### config.mk
export PLATFORM = sky130hd
export DESIGN_NAME = tmr8_wave
export DESIGN_NICKNAME = d
export VERILOG_FILES = /design/src/inc/tmr8_pkg.sv /design/src/verilog/tmr8_wave.sv
export SDC_FILE = /design/constraint.sdc
export NUM_CORES = 1
export LEC_CHECK = 0
export BUFFER_PORTS_ARGS = -buffer_cell sky130_fd_sc_hd__buf_2
export CELL_PAD_IN_SITES_DETAIL_PLACEMENT = 2
export CELL_PAD_IN_SITES_GLOBAL_PLACEMENT = 2
export CORE_ASPECT_RATIO = 0.5
export CORE_MARGIN = 4
export CORE_UTILIZATION = 39
export DETAILED_ROUTE_END_ITERATION = 7
export HOLD_SLACK_MARGIN = 0.1
export PLACE_DENSITY = 0.92
export SYNTH_ARGS = -nofsm -noshare
export SYNTH_HDL_FRONTEND = slang
export SYNTH_SLANG_ARGS = --single-unit
### constraint.sdc
create_clock -name pclk -period 6.55 [get_ports pclk]
set_input_delay 0.3275 -clock pclk [delete_from_list [all_inputs] [get_ports pclk]]
set_output_delay 0.3275 -clock pclk [all_outputs]
set_load 0.1 [all_outputs]
### src/inc/tmr8_pkg.sv
// Constants, field positions and types of the eight-bit timer with waveform outputs.
// Assumes one I/O clock; register offsets are APB byte addresses of aligned words.
package tmr8_pkg;

  // Register byte offsets.
  localparam logic [7:0] TMR8_OFS_CTRL_A  = 8'h00;
  localparam logic [7:0] TMR8_OFS_CTRL_B  = 8'h04;
  localparam logic [7:0] TMR8_OFS_COUNT   = 8'h08;
  localparam logic [7:0] TMR8_OFS_CMP_A   = 8'h0c;
  localparam logic [7:0] TMR8_OFS_CMP_B   = 8'h10;
  localparam logic [7:0] TMR8_OFS_FLAGS   = 8'h14;
  localparam logic [7:0] TMR8_OFS_PORT    = 8'h18;

  // Reset values.
  localparam logic [7:0] TMR8_RST_CTRL_A  = 8'h00;
  localparam logic [7:0] TMR8_RST_CTRL_B  = 8'h00;
  localparam logic [7:0] TMR8_RST_BYTE    = 8'h00;

  // Field positions of timer_control_a.
  localparam int TMR8_A_BEH_HI = 7;
  localparam int TMR8_A_BEH_LO = 6;
  localparam int TMR8_B_BEH_HI = 5;
  localparam int TMR8_B_BEH_LO = 4;
  localparam logic [7:0] TMR8_CTRL_A_MASK = 8'hf3;
  // Field positions of timer_control_b.
  localparam int TMR8_FORCE_A   = 7;
  localparam int TMR8_FORCE_B   = 6;
  localparam int TMR8_MODE_BIT2 = 3;
  localparam logic [7:0] TMR8_CTRL_B_MASK = 8'h0f;
  // Field positions of the flag register.
  localparam int TMR8_FLAG_WRAP = 0;
  localparam int TMR8_FLAG_A    = 1;
  localparam int TMR8_FLAG_B    = 2;
  // Port register: bits 1:0 direction, bits 5:4 port data.
  localparam int TMR8_DIR_A  = 0;
  localparam int TMR8_DIR_B  = 1;
  localparam int TMR8_DATA_A = 4;
  localparam int TMR8_DATA_B = 5;
  localparam logic [7:0] TMR8_PORT_MASK = 8'h33;

  // Counter landmarks.
  localparam logic [7:0] TMR8_MAX    = 8'hff;
  localparam logic [7:0] TMR8_BOTTOM = 8'h00;

  // Prescaler terminal counts for divide by 8, 64, 256 and 1024.
  localparam logic [9:0] TMR8_DIV8    = 10'h007;
  localparam logic [9:0] TMR8_DIV64   = 10'h03f;
  localparam logic [9:0] TMR8_DIV256  = 10'h0ff;
  localparam logic [9:0] TMR8_DIV1024 = 10'h3ff;

  typedef enum logic [2:0] {
    TMR8_CS_STOP = 3'h0, TMR8_CS_DIV1 = 3'h1, TMR8_CS_DIV8 = 3'h2, TMR8_CS_DIV64 = 3'h3,
    TMR8_CS_DIV256 = 3'h4, TMR8_CS_DIV1024 = 3'h5, TMR8_CS_EXT_FALL = 3'h6,
    TMR8_CS_EXT_RISE = 3'h7
  } tmr8_cs_t;

  // Counting classes, Gray coded.
  typedef enum logic [1:0] {
    TMR8_CLS_NORMAL = 2'b00, TMR8_CLS_CTC = 2'b01, TMR8_CLS_FAST = 2'b11,
    TMR8_CLS_PHASE = 2'b10
  } tmr8_cls_t;

  typedef enum logic {TMR8_UP = 1'b0, TMR8_DOWN = 1'b1} tmr8_dir_t;

endpackage

### src/verilog/tmr8_wave.sv
// Eight-bit timer with two compare-match waveform outputs, behind an APB slave.
// Assumes pclk is the I/O clock; t0_pin is asynchronous; pin wire is resolved outside.
//
// How it works
// - Nonzero A behaviour field hands pin A to the waveform; driver needs direction bit.
// - Non-PWM A field: 00 off, 01 toggle, 10 clear, 11 set on match.
// - Fast PWM A: 01 toggles only with mode bit2; 10/11 match and TOP actions.
// - PWM A: compare A equal TOP with upper bit set ignores match, acts at TOP.
// - Dual-slope A: 10 clears up, sets down; 11 reverse; 01 toggles if bit2.
// - Nonzero B behaviour field hands pin B to the waveform; driver needs direction bit.
// - Non-PWM B field: 00 off, 01 toggle, 10 clear, 11 set on match.
// - Fast PWM B: 01 reserved; 10 clear match set TOP; 11 reverse.
// - PWM B: compare B equal TOP with upper bit set ignores match, acts at TOP.
// - Dual-slope B: 10 clears up, sets down; 11 reverse; 01 reserved.
// - Bits 3 and 2 of timer_control_a read as zero.
// - Wave mode is bit2 from control B plus two low bits of control A.
// - TOP is MAX in modes 0,1,3 and compare A in 2,5,7; 4,6 reserved.
// - Compares update at once in 0,2, at TOP in PWM; wrap flag timing per mode.
// - MAX is the fixed counter value 0xff.
// - Everything on the I/O clock; counting and flags only on tick enable cycles.
// - B flag sets on every B match; A flag on A matches.
// - In clear-on-match and fast PWM with A as TOP, A match sets flag, clears counter.
// - Tick source: stopped, divide 1/8/64/256/1024, external falling or rising edge.
`timescale 1ns/1ps

module tmr8_wave
  import tmr8_pkg::*;
(
  input  wire logic       pclk,
  input  wire logic       presetn,
  input  wire logic       psel,
  input  wire logic       penable,
  input  wire logic       pwrite,
  input  wire logic [7:0] paddr,
  input  wire logic [31:0] pwdata,
  output logic      [31:0] prdata,
  output logic            pready,
  output logic            pslverr,
  input  wire logic       t0_pin,
  output logic            wave_out_a,
  output logic            wave_out_a_oe,
  output logic            wave_out_b,
  output logic            wave_out_b_oe
);

  ////////////////////////////////////////////////////////////////////////////////
  // State.

  typedef struct packed {
    logic [7:0]  ctrl_a;
    logic        mode_bit2;
    logic [2:0]  tick_sel;
    logic [7:0]  count;
    tmr8_dir_t   dir;
    logic        block;
    logic [7:0]  cmp_a_buf;
    logic [7:0]  cmp_a;
    logic [7:0]  cmp_b_buf;
    logic [7:0]  cmp_b;
    logic [2:0]  flags;
    logic        force_a;
    logic        force_b;
    logic        oc_a;
    logic        oc_b;
    logic [7:0]  port;
    logic [9:0]  pre;
    logic        t0_s1;
    logic        t0_s2;
    logic        t0_s3;
    logic        t0_lvl;
    logic        pin_a;
    logic        pin_a_oe;
    logic        pin_b;
    logic        pin_b_oe;
    logic [31:0] rdata;
    logic        ready;
    logic        err;
  } tmr8_state_t;

  tmr8_state_t st;
  tmr8_state_t next_st;

  ////////////////////////////////////////////////////////////////////////////////
  // Output compare action for one channel.

  function automatic logic tmr8_oc_next(input logic      oc,
                                        input logic [1:0] beh,
                                        input tmr8_cls_t cls,
                                        input logic      tog_ok,
                                        input logic      match,
                                        input logic      at_top,
                                        input tmr8_dir_t dir,
                                        input logic      eq_top);
    logic r;
    logic ign;
    r   = oc;
    ign = eq_top & beh[1];
    case (cls)
      TMR8_CLS_FAST: begin
        if (beh == 2'b01) begin
          if (tog_ok && match) r = ~oc;
        end else if (beh[1]) begin
          if (match && !ign) r = beh[0];
          else if (at_top) r = ~beh[0];
        end
      end
      TMR8_CLS_PHASE: begin
        if (beh == 2'b01) begin
          if (tog_ok && match) r = ~oc;
        end else if (beh[1]) begin
          if (ign) begin
            if (at_top) r = ~beh[0];
          end else if (match) begin
            r = beh[0] ^ (dir == TMR8_DOWN);
          end
        end
      end
      default: begin
        if (match) begin
          case (beh)
            2'b01:   r = ~oc;
            2'b10:   r = 1'b0;
            2'b11:   r = 1'b1;
            default: r = oc;
          endcase
        end
      end
    endcase
    return r;
  endfunction

  ////////////////////////////////////////////////////////////////////////////////
  // Decode of mode, tick and counter events.

  logic [2:0]  mode;
  tmr8_cls_t   cls;
  logic        pwm;
  logic        top_is_a;
  logic [7:0]  top;
  logic        at_top;
  logic        ext_edge;
  logic        tick;
  logic        match_a;
  logic        match_b;
  logic        wrap;
  logic        wr;
  logic        rd;
  logic [7:0]  wbyte;

  always_comb begin
    mode     = {st.mode_bit2, st.ctrl_a[1:0]};
    case (mode)
      3'd1, 3'd5: cls = TMR8_CLS_PHASE;
      3'd2:       cls = TMR8_CLS_CTC;
      3'd3, 3'd7: cls = TMR8_CLS_FAST;
      default:    cls = TMR8_CLS_NORMAL;
    endcase
    pwm      = (cls == TMR8_CLS_FAST) || (cls == TMR8_CLS_PHASE);
    top_is_a = (mode == 3'd2) || (mode == 3'd5) || (mode == 3'd7);
    top      = top_is_a ? st.cmp_a : TMR8_MAX;
    at_top   = (st.count == top);
    ext_edge = (st.t0_s2 == st.t0_s3) && (st.t0_s3 != st.t0_lvl);
    case (tmr8_cs_t'(st.tick_sel))
      TMR8_CS_DIV1:     tick = 1'b1;
      TMR8_CS_DIV8:     tick = (st.pre[2:0] == TMR8_DIV8[2:0]);
      TMR8_CS_DIV64:    tick = (st.pre[5:0] == TMR8_DIV64[5:0]);
      TMR8_CS_DIV256:   tick = (st.pre[7:0] == TMR8_DIV256[7:0]);
      TMR8_CS_DIV1024:  tick = (st.pre == TMR8_DIV1024);
      TMR8_CS_EXT_FALL: tick = ext_edge && !st.t0_s3;
      TMR8_CS_EXT_RISE: tick = ext_edge && st.t0_s3;
      default:          tick = 1'b0;
    endcase
    match_a  = tick && !st.block && (st.count == st.cmp_a);
    match_b  = tick && !st.block && (st.count == st.cmp_b);
    if (cls == TMR8_CLS_PHASE)
      wrap = tick && (st.count == TMR8_BOTTOM) && (st.dir == TMR8_DOWN);
    else if (mode == 3'd7)
      wrap = tick && at_top;
    else
      wrap = tick && (st.count == TMR8_MAX);
    // A write lands at the edge where pready is sampled high.
    wr       = psel && penable && pwrite && st.ready;
    rd       = psel && penable && !pwrite && !st.ready;
    wbyte    = pwdata[7:0];
  end

  ////////////////////////////////////////////////////////////////////////////////
  // Next state.

  always_comb begin
    next_st = st;
    // External input: three stages, a change counts once stages two and three agree.
    next_st.t0_s1 = t0_pin;
    next_st.t0_s2 = st.t0_s1;
    next_st.t0_s3 = st.t0_s2;
    if (st.t0_s2 == st.t0_s3) next_st.t0_lvl = st.t0_s3;
    next_st.pre = 10'(st.pre + 10'd1);

    // Counter.
    if (tick) begin
      next_st.block = 1'b0;
      case (cls)
        TMR8_CLS_PHASE: begin
          if (st.dir == TMR8_UP) begin
            if (at_top) begin
              next_st.dir   = TMR8_DOWN;
              next_st.count = 8'(st.count - 8'd1);
            end else begin
              next_st.count = 8'(st.count + 8'd1);
            end
          end else if (st.count == TMR8_BOTTOM) begin
            next_st.dir   = TMR8_UP;
            next_st.count = 8'(st.count + 8'd1);
          end else begin
            next_st.count = 8'(st.count - 8'd1);
          end
        end
        TMR8_CLS_CTC, TMR8_CLS_FAST:
          next_st.count = at_top ? TMR8_BOTTOM : 8'(st.count + 8'd1);
        default:
          next_st.count = 8'(st.count + 8'd1);
      endcase
    end

    // Compare registers: at once outside PWM, at TOP in PWM.
    if (!pwm || (tick && at_top)) begin
      next_st.cmp_a = st.cmp_a_buf;
      next_st.cmp_b = st.cmp_b_buf;
    end

    // Waveform levels, on tick cycles only.
    if (tick) begin
      next_st.oc_a = tmr8_oc_next(st.oc_a, st.ctrl_a[TMR8_A_BEH_HI:TMR8_A_BEH_LO], cls,
                                  st.mode_bit2, match_a || (!pwm && st.force_a), at_top,
                                  st.dir, st.cmp_a == top);
      next_st.oc_b = tmr8_oc_next(st.oc_b, st.ctrl_a[TMR8_B_BEH_HI:TMR8_B_BEH_LO], cls,
                                  1'b0, match_b || (!pwm && st.force_b), at_top,
                                  st.dir, st.cmp_b == top);
      next_st.force_a = 1'b0;
      next_st.force_b = 1'b0;
    end

    // Flags: hardware set wins over a write-one clear.
    if (wr && paddr == TMR8_OFS_FLAGS)
      next_st.flags = st.flags & ~wbyte[2:0];
    if (wrap)    next_st.flags[TMR8_FLAG_WRAP] = 1'b1;
    if (match_a) next_st.flags[TMR8_FLAG_A] = 1'b1;
    if (match_b) next_st.flags[TMR8_FLAG_B] = 1'b1;

    // Register writes.
    if (wr) begin
      if (paddr == TMR8_OFS_CTRL_A) begin
        next_st.ctrl_a = wbyte & TMR8_CTRL_A_MASK;
      end else if (paddr == TMR8_OFS_CTRL_B) begin
        next_st.mode_bit2 = wbyte[TMR8_MODE_BIT2];
        next_st.tick_sel  = wbyte[2:0];
        if (!pwm && wbyte[TMR8_FORCE_A]) next_st.force_a = 1'b1;
        if (!pwm && wbyte[TMR8_FORCE_B]) next_st.force_b = 1'b1;
      end else if (paddr == TMR8_OFS_COUNT) begin
        next_st.count = wbyte;
        next_st.block = 1'b1;
      end else if (paddr == TMR8_OFS_CMP_A) begin
        next_st.cmp_a_buf = wbyte;
      end else if (paddr == TMR8_OFS_CMP_B) begin
        next_st.cmp_b_buf = wbyte;
      end else if (paddr == TMR8_OFS_PORT) begin
        next_st.port = wbyte & TMR8_PORT_MASK;
      end
    end

    // Pins: waveform takes over when its field is nonzero.
    next_st.pin_a    = (st.ctrl_a[TMR8_A_BEH_HI:TMR8_A_BEH_LO] != 2'b00) ? next_st.oc_a
                                                                       : st.port[TMR8_DATA_A];
    next_st.pin_a_oe = st.port[TMR8_DIR_A];
    next_st.pin_b    = (st.ctrl_a[TMR8_B_BEH_HI:TMR8_B_BEH_LO] != 2'b00) ? next_st.oc_b
                                                                       : st.port[TMR8_DATA_B];
    next_st.pin_b_oe = st.port[TMR8_DIR_B];

    // APB answer one cycle into the access phase.
    next_st.ready = psel && penable && !st.ready;
    next_st.err   = 1'b0;
    next_st.rdata = 32'h0000_0000;
    if (psel && penable && !st.ready) begin
      if (paddr == TMR8_OFS_CTRL_A) begin
        next_st.rdata = {24'h000000, st.ctrl_a & TMR8_CTRL_A_MASK};
      end else if (paddr == TMR8_OFS_CTRL_B) begin
        next_st.rdata = {24'h000000, 4'h0, st.mode_bit2, st.tick_sel};
      end else if (paddr == TMR8_OFS_COUNT) begin
        next_st.rdata = {24'h000000, st.count};
      end else if (paddr == TMR8_OFS_CMP_A) begin
        next_st.rdata = {24'h000000, st.cmp_a_buf};
      end else if (paddr == TMR8_OFS_CMP_B) begin
        next_st.rdata = {24'h000000, st.cmp_b_buf};
      end else if (paddr == TMR8_OFS_FLAGS) begin
        next_st.rdata = {24'h000000, 5'h00, st.flags};
      end else if (paddr == TMR8_OFS_PORT) begin
        next_st.rdata = {24'h000000, st.port};
      end else begin
        next_st.err = 1'b1;
      end
      if (!rd) next_st.rdata = 32'h0000_0000;
    end
  end

  always_ff @(posedge pclk or negedge presetn) begin
    if (!presetn) begin
      st        <= '0;
      st.ctrl_a <= TMR8_RST_CTRL_A;
      st.port   <= TMR8_RST_BYTE;
      st.dir    <= TMR8_UP;
    end else begin
      st <= next_st;
    end
  end

  assign prdata        = st.rdata;
  assign pready        = st.ready;
  assign pslverr       = st.err;
  assign wave_out_a    = st.pin_a;
  assign wave_out_a_oe = st.pin_a_oe;
  assign wave_out_b    = st.pin_b;
  assign wave_out_b_oe = st.pin_b_oe;
endmodule

Word-level counts from Yosys, hierarchy flattened
Cells that the tools add are included.
{"block": "word_totals", "ff_bits": 115, "inputBits": 46, "out_inout_bits": 38, "word_cells": 216}
{"block": "classes", "add_sub_neg": 3, "n_eq_ne": 39, "muxes": 76, "bitwise_logic": 15, "n_reduce_logical": 53}
{"operator": "$mux 8", "count": 15}
{"operator": "$mux 32", "count": 2}
{"operator": "$eq 8x8->1", "count": 5}
{"operator": "$mux 1", "count": 40}
{"operator": "$mux 9", "count": 4}
{"operator": "$eq 8x5->1 const B", "count": 3}
{"operator": "$logic_and 1x1->1", "count": 24}
{"operator": "$eq 3x3->1 const B", "count": 7}
{"operator": "$eq 8x4->1 const B", "count": 2}
{"operator": "$eq 8x8->1 const B", "count": 2}
{"operator": "$logic_not 8->1", "count": 2}
{"operator": "$pmux 8 s2", "count": 1}
{"operator": "$eq 2x2->1 const B", "count": 6}
{"operator": "$eq 3x2->1 const B", "count": 4}
{"operator": "$mux 6", "count": 2}
{"operator": "$add 10x1->10 const B", "count": 1}
{"operator": "$eq 10x10->1 const B", "count": 1}
{"operator": "$mux 10", "count": 1}
{"operator": "$reduce_bool 2->1", "count": 5}
{"operator": "$not 1->1", "count": 9}
{"operator": "$add 8x1->8 const B", "count": 1}
{"operator": "$eq 8x3->1 const B", "count": 1}
{"operator": "$sub 8x1->8 const B", "count": 1}
{"operator": "$logic_not 1->1", "count": 7}
{"operator": "23 further kinds", "count": 40}

Longest topological paths before layout
Gate-level depths: netlist (run 1).
{"block": "logic_depth", "depth_word": 18, "ltp_mapped": 11, "mapped_depth_nobuf": 10}

Least setup slack after synthesis (run 1)
OpenSTA, ideal clock, no wires.
{"block": "synth_timing", "kind": "register -> register", "startpoint": "register st (netlist bit mode[0])", "endpoint": "register st (netlist bit wave_out_b)", "setup_ps": 125, "t_arrival_ps": 2765, "t_required_ps": 6425, "path_slack_ps": 3661, "path_stages_with_launch": 9, "n_path_buf": 0, "synth_period_minus_slack_ps": 2889, "cell_sequence": "dfrtp_1 or3b_4 a2111oi_0 a311oi_1 nor4_4 mux2_4 o211ai_1 a41oi_2 mux2_2"}
{"element": "start, declared", "line": "tmr8_wave.sv:80", "rtl": "tmr8_state_t st;"}
{"element": "start signal, assigned", "line": "tmr8_wave.sv:312", "rtl": "st <= next_st;"}

Final worst setup path (run 1)
{"block": "layout_timing", "startpoint": "register st (netlist bit mode[0])", "endpoint": "register st[64] (netlist name)"}
{"block": "layout_between", "elab_chain_len": 9, "word_cells_on_any_way": 18, "cone_classes": "7 x eq/ne; 5 x mux; 6 x reduce/logical"}
{"element": "$eq 3x2->1 or $eq 3x3->1 (tied branches)", "line": "tmr8_wave.sv:152, tmr8_wave.sv:159"}
{"element": "$logic_or 1x1->1 (2 in series)", "line": "tmr8_wave.sv:159", "rtl": "top_is_a = (mode == 3'd2) || (mode == 3'd5) || (mode == 3'd7);"}
{"element": "$mux 8", "line": "tmr8_wave.sv:160", "rtl": "top = top_is_a ? st.cmp_a : TMR8_MAX;"}
{"element": "$eq 8x8->1", "line": "tmr8_wave.sv:161", "rtl": "at_top = (st.count == top);"}
{"element": "$logic_and 1x1->1", "line": "tmr8_wave.sv:178", "rtl": "wrap = tick && at_top;"}
{"element": "$mux 1", "line": "tmr8_wave.sv:177", "rtl": "else if (mode == 3'd7)"}
{"element": "$mux 1 (*)", "line": "tmr8_wave.sv:175", "rtl": "if (cls == TMR8_CLS_PHASE)"}
{"element": "$mux 1 or $reduce_bool 2->1 (tied branches)"}
Mark *: on every way between the ends. The rest lies on a longest branch, timed or not.
A chain may end at the register's enable or synchronous reset.

==> flow_summary_export.csv, run 1 <==
group,metric,value,unit
final_layout,regArea,2280,sq um
setup_path,worstSetupEndpointType,"flop",
setup_path,required,6.85,ns
power,power_frac_comb,11.5,%
final_layout,areaGrowthSynthToFinish,10.2,%
route,wl_per_cell,33.1,um
placed_design,dp_hpwl,14300,um
final_layout,layout-drive-gt1-share,20.2,%
timing,skew,0.0234,ns
timing,timing.final.hold_violations,0,
power,power,1.37,mW
placed_design,place.gp.congestion,0.852,
placed_design,placed_cells_incl_taps,757,
min_path,worstHoldPathType,"input pin to flop",
clock_tree,worstSkewPairLatency,0.37,ns
power,ir_drop,0.178,mV
synthesis,async_flop_share,100,%
timing,rsz0062_at_grt,"no",
clock_tree,htreeDepth,3,
setup_path,path_common_cell,"a2111oi_0",
synthesis,syn-mean-instance-area,9.73,sq um
route,ant_nets,0,
final_layout,multi_input_area,2870,sq um
synthesis,syn_area,5460,sq um
synthesis,ys.flop_type,"dfrtp_1",
setup_path,rr_worst_depth,8,
setup_path,critical_path_class,"flop to flop",
synthesis,synthCells,561,
timing,min_period,4.50,ns
grt,antenna_found_initial,3,
die,dieWidth,175,um
setup_path,crit_chain,"nand2_1 > a2111oi_0 > a311oi_1 > nor4_4 > o22ai_1 > a2111oi_0 > buf_4 > a21o_1",
flow_run,maxCapViolCount,0,
clock_tree,cts_setup_buffers,0,
route,wl,25700,um
setup_path,r2r_slack,2.05,ns
run_status,status,"finished, final reports clean",
grt,grt.overflow.total,0,
grt,grt_max_degree,61,
power,p_sw_share,30.8,%
timing,timing.final.ws_setup,2.05,ns
timing,clock.fmax,222,MHz
power,leakagePower,2.70,nW
final_layout,final_common_cell,"dfrtp_1",
min_path,min_path_cells,2,
synthesis,synth_edf_count,0,
clock_tree,numCtsBuffers,9,
placed_design,place_ws,2.74,ns
timing,slew_viol_final,0,
setup_path,max_stage_delay,0.84,ns
timing,final.setup.tns,0,ns
setup_path,critPathLaunchType,"flop",
route,drcViolationCount,0,
power,p_seq_share,43.2,%
die,initial_core_util,40.1,%
synthesis,yosysWarningCount,0,
clock_tree,cts_root_buf,"clkbuf_16",
clock_tree,path_clk_slew,0.10,ns
power,power.density,228,nW/um^2
route,dr.pass1.iters,5,
clock_tree,cts_repair_resize_count,0,
synthesis,synth_seq_cells,91,
setup_path,cp.arrival,4.80,ns
clock_tree,cts_sinks,91,
route,vias,5286,
timing,worst_pin_slew,1.16,ns
grt,grt_first_pass_wirelength,35700,um
die,core_area,13600,sq um
placed_design,port_buffers,35,
final_layout,fillerInstances,1415,
setup_path,crit_slowest_cell,"dfrtp_1",
clock_tree,cts_tree,"done",
setup_path,crit_fanout,15,
final_layout,final_util,44.1,%
final_layout,final_cells,777,
grt,grt_pass1_vias,5458,
timing,finalCritPeriodShare,68.7,%
die,die_area,16100,sq um
route,drt_iter0_drc,771,
clock_tree,clockBufferDepth,2,
route,vias_per_cell,6.80,
die,io_pins,84,
die,num_rows,30,
power,power_frac_clock,45.3,%
synthesis,synth_seq_area_share,41.7,%
timing,final-setup-viol-count,0,
final_layout,final_cell_mix,"91 x dfrtp_1, 50 x nand2_1, 46 x mux2_2",
timing,slew_headroom,22.2,%
synthesis,ys_types,74,
die,fp.dieH,91.7,um
power,p_int,0.950,mW
power,p_switching,0.424,mW
grt,track_usage,29.3,%
final_layout,nets,629,
logic make-up after synthesis:
group           after synthesis  synth area share [%]
other cells                   1                0.0687
xor+xnor                     29                  4.65
flops                        91                  41.7
simple gates                179                  17.4
mux                          47                  9.76
compound gates              136                  17.6
buf+inv                      72                  7.38
fa+ha+maj                     6                  1.33
power by group through the flow:
stage	sequential, mW	clock [mW]	combinational, mW
after floorplan	0.593	0	0.121
after global placement	0.601	0	0.140
after detailed placement	0.602	0	0.146
after CTS	0.592	0.611	0.153
after global routing	0.595	0.648	0.166
final	0.594	0.622	0.158
per-layer routing:
layer	track usage, %	share of wire (%)	vias up
met5	0	0.051	-
met1	39.0	39	2713
met3	5.35	9.4	123
met2	47.1	46	407
met4	12.9	5.7	2
li1	-	-	2041
state kept, by name (all words and copies together) (netlist names):
| name | flops |
|---|---|
| prdata | 8 |
| wave_out_b | 1 |
| st | 70 |
| mode | 3 |
| pslverr | 1 |
| next_st | 4 |
| wave_out_b_oe | 1 |
| wave_out_a | 1 |
| pready | 1 |
| wave_out_a_oe | 1 |
layout make-up:
cell class | instances | share of cell area (%)
multi-input cells | 421 | 47.7
flip-flops and latches | 91 | 37.9
repair buffers | 43 | 4.04
well taps | 192 | 3.99
clock buffers | 10 | 3.97
clock inverters | 6 | 1.56
inverters | 12 | 0.749
diodes | 2 | 0.0832
path summary, 6_finish.rpt:
path,startpoint,endpoint
setup / recovery,mode[0],st[64]
hold / removal,pwdata[7],st[98]
setup reg to reg,mode[0],st[64]
hold reg to reg,next_st[40],next_st[39]
max in group asynchronous,presetn,st[89]
min in group asynchronous,presetn,st[87]
critical path: cells and delay by family, from the launching register on:
family          cells  cell delay [ns]
buf+inv             1             0.27
flops               1             0.84
compound gates      5             2.01
simple gates        2             1.30
repair_timing:
action / 4_1_cts / 5_1_grt
setup endpoints to repair: 0 / 0
endpoints found under the hold margin: 32 / 0
hold buffers: 2 / 0
synth_stat cells, types with 3 or more instances:
cell type | count | share of area, %
o221ai_1 | 5 | 0.80
nor4b_1 | 4 | 0.64
a22o_1 | 4 | 0.64
nand4_1 | 7 | 0.80
a21oi_1 | 31 | 2.8
inv_1 | 12 | 0.83
or3_1 | 4 | 0.46
or2_2 | 3 | 0.34
o21ai_0 | 23 | 2.1
and2_1 | 7 | 0.80
nor2b_1 | 5 | 0.57
a22oi_1 | 9 | 1.2
a2111oi_0 | 7 | 1.1
xor2_1 | 19 | 3.0
buf_1 | 5 | 0.34
buf_4 | 32 | 4.4
nor2_1 | 39 | 2.7
nand2_1 | 50 | 3.4
a311oi_1 | 5 | 0.80
nand3_1 | 13 | 1.2
nor3_1 | 8 | 0.73
buf_2 | 4 | 0.37
xnor2_1 | 10 | 1.6
clkbuf_1 | 18 | 1.2
mux2_2 | 46 | 9.5
o211ai_1 | 6 | 0.83
nand4b_1 | 4 | 0.64
o22ai_1 | 3 | 0.34
a31oi_1 | 5 | 0.57
dfrtp_1 | 91 | 42
nand2b_1 | 6 | 0.69
a311o_1 | 3 | 0.55
nor4_1 | 6 | 0.69
ha_1 | 5 | 1.1
a21o_1 | 3 | 0.41
and3_1 | 8 | 0.92
o311ai_0 | 4 | 0.64
through the flow:
| step | hold WS, ns | area, sq um |
|---|---|---|
| 2_1_floorplan | 0.0319 | 5550 |
| 3_3_place_gp | 0.295 | 5660 |
| 3_5_place_dp | 0.304 | 5660 |
| 4_1_cts | 0.297 | 6010 |
| 5_1_grt | 0.308 | 6010 |
| 6_report | 0.325 | 6010 |
(Power assumes the default switching activity.)
==> run 2, diff against run 1 <==
CORE_UTILIZATION = 36   (was 39)
PLACE_DENSITY = 0.86   (was 0.92)
clock period = 4.5 ns   (was 6.55 ns; I/O delays follow)
==> flow_summary_export.csv, run 2 (synthesized netlist as in run 1, its figures left out) <==
group,metric,value,unit
clock_tree,cts_root_buf,"clkbuf_16",
final_layout,top_register,"st",
timing,skew,0.0124,ns
setup_path,critical_path_class,"flop to flop",
timing,final-setup-viol-count,0,
placed_design,port_buffers,35,
clock_tree,cts_sinks,91,
power,leakagePower,2.70,nW
final_layout,layout-drive-gt1-share,20.8,%
final_layout,nets,633,
grt,grt_first_pass_wirelength,32400,um
grt,grt_pass1_vias,5170,
route,wl,21200,um
route,drcViolationCount,0,
setup_path,cp.arrival,3.83,ns
min_path,hold_start,"penable",
setup_path,crit_family,"compound AO/OA/AOI/OAI gates",
timing,final.setup.tns,0,ns
power,ir_drop,0.193,mV
setup_path,crit_fanout,10,
die,initial_core_util,37.2,%
route,vias_per_cell,6.16,
final_layout,areaGrowthSynthToFinish,10.3,%
min_path,min_path_cells,3,
timing,slew_headroom,24.1,%
grt,met2_usage,40.6,%
route,wl_per_cell,27.0,um
die,num_rows,31,
setup_path,r2r_slack,0.88,ns
placed_design,dp_hpwl,13900,um
clock_tree,path_clk_slew,0.07,ns
setup_path,rr_worst_depth,10,
clock_tree,cts_tree,"done",
route,vias,4834,
setup_path,worstSetupEndpointType,"flop",
timing,whs,0.189,ns
grt,track_usage,24.6,%
flow_run,maxCapViolCount,0,
timing,timing.final.hold_violations,0,
die,fp.dieH,95.1,um
timing,clock.fmax,276,MHz
setup_path,timing.rr.start,"mode[0]",
setup_path,critPathLaunchType,"flop",
die,dieWidth,182,um
setup_path,r2r-end,"st[102]",
timing,slew_viol_final,0,
grt,antenna_found_initial,0,
grt,grt_max_degree,52,
timing,rsz0062_at_grt,"no",
clock_tree,htreeDepth,3,
setup_path,max_stage_delay,0.56,ns
timing,worst_pin_slew,1.12,ns
route,drt_iter0_drc,353,
timing,finalCritPeriodShare,80.4,%
grt,grt.overflow.total,0,
die,io_pins,84,
min_path,hold-path-endpoint,"pready",
grt,grt.busiest_layer,"met2",
placed_design,place.gp.congestion,0.840,
route,dr.pass1.iters,5,
clock_tree,worstSkewPairLatency,0.35,ns
run_status,status,"finished, final reports clean",
final_layout,fillerInstances,1579,
die,core_area,14700,sq um
final_layout,largest_register_ffs,70,
final_layout,final_cell_mix,"91 x dfrtp_1, 50 x nand2_1, 46 x mux2_2",
grt,grt_util_met3,4.95,%
clock_tree,hold_buffers,2,
clock_tree,cts_repair_resize_count,0,
clock_tree,cts_setup_buffers,0,
grt,met1_usage,32.1,%
power,power.density,314,nW/um^2
final_layout,final_common_cell,"dfrtp_1",
setup_path,critPathBufInv,2,
route,ant_nets,0,
clock_tree,numCtsBuffers,9,
min_path,worstHoldPathType,"input pin to flop",
clock_tree,clockBufferDepth,2,
die,die_area,17300,sq um
setup_path,required,4.71,ns
setup_path,crit_chain,"buf_4 > nor3b_2 > nor2_1 > a311oi_1 > nor4_4 > buf_4 > o21ai_0 > nor2_1 > a211oi_1 > o21ai_0",
final_layout,diodes,0,
setup_path,crit_slowest_cell,"o21ai_0",
timing,min_period,3.62,ns
[run 2: cell types whose count changed in the layout (fill, tap and decap cells not counted), sizes merged]
cell and change:
buf +4, clkinvlp +1, bufinv -1, clkinv +1
inv -2, diode -2, clkbuf +1
[run 2: power by group]
group | switching (mW) | leakage (nW) | total, mW | internal, mW
sequential | 0.0295 | 1.22 | 0.858 | 0.829
combinational | 0.181 | 1.34 | 0.226 | 0.0444
clock | 0.355 | 0.146 | 0.804 | 0.449
total | 0.566 | 2.70 | 1.89 | 1.32
[run 2: cell type report]
type / instances / area (sq um) / area share (%)
Tap cell: 198 / 248 / 4.11
Clock inverter: 5 / 60.1 / 0.997
Clock buffer: 11 / 243 / 4.03
Inverter: 12 / 45.0 / 0.748
Timing Repair Buffer: 47 / 273 / 4.53
Sequential cell: 91 / 2280 / 37.8
Multi-Input combinational cell: 421 / 2880 / 47.8
[run 2: worst max path at each step]
stage | start | end | slack (ns) | depth (start not counted)
finish | mode[0] | st[102] | 0.88 | 10
floorplan | mode[0] | wave_out_b | 1.61 | 8
detailed placement | mode[1] | wave_out_b | 1.03 | 9
CTS | mode[0] | st[102] | 0.98 | 10
global placement | mode[1] | wave_out_b | 1.21 | 9
global route | mode[0] | st[102] | 0.74 | 10
[run 2: routing by layer]
metal / up-vias / part of all wire, % / wire [um]
li1: 2046 / - / -
met1: 2498 / 43 / 9110
met2: 240 / 47 / 9990
met3: 50 / 6.8 / 1430
met4: 0 / 3.1 / 650
met5: - / 0 / 0
[run 2: worst min-delay path: stages]
cell	delay [ns]
buf_2	0.11
nand2_1	0.10
nor2_1	0.06
[run 2: per-stage QoR]
step | setup WS, ns | area [sq um] | util [%] | std cells | power, mW
2_1_floorplan | 1.61 | 5550 | - | 584 | 1.04
5_1_grt | 0.737 | 6020 | 41.1 | 785 | 1.95
3_3_place_gp | 1.21 | 5690 | 38.8 | 767 | 1.08
3_5_place_dp | 1.03 | 5690 | 38.8 | 767 | 1.09
4_1_cts | 0.977 | 6020 | 41.0 | 785 | 1.89
6_report | 0.883 | 6020 | 41.1 | 785 | 1.89
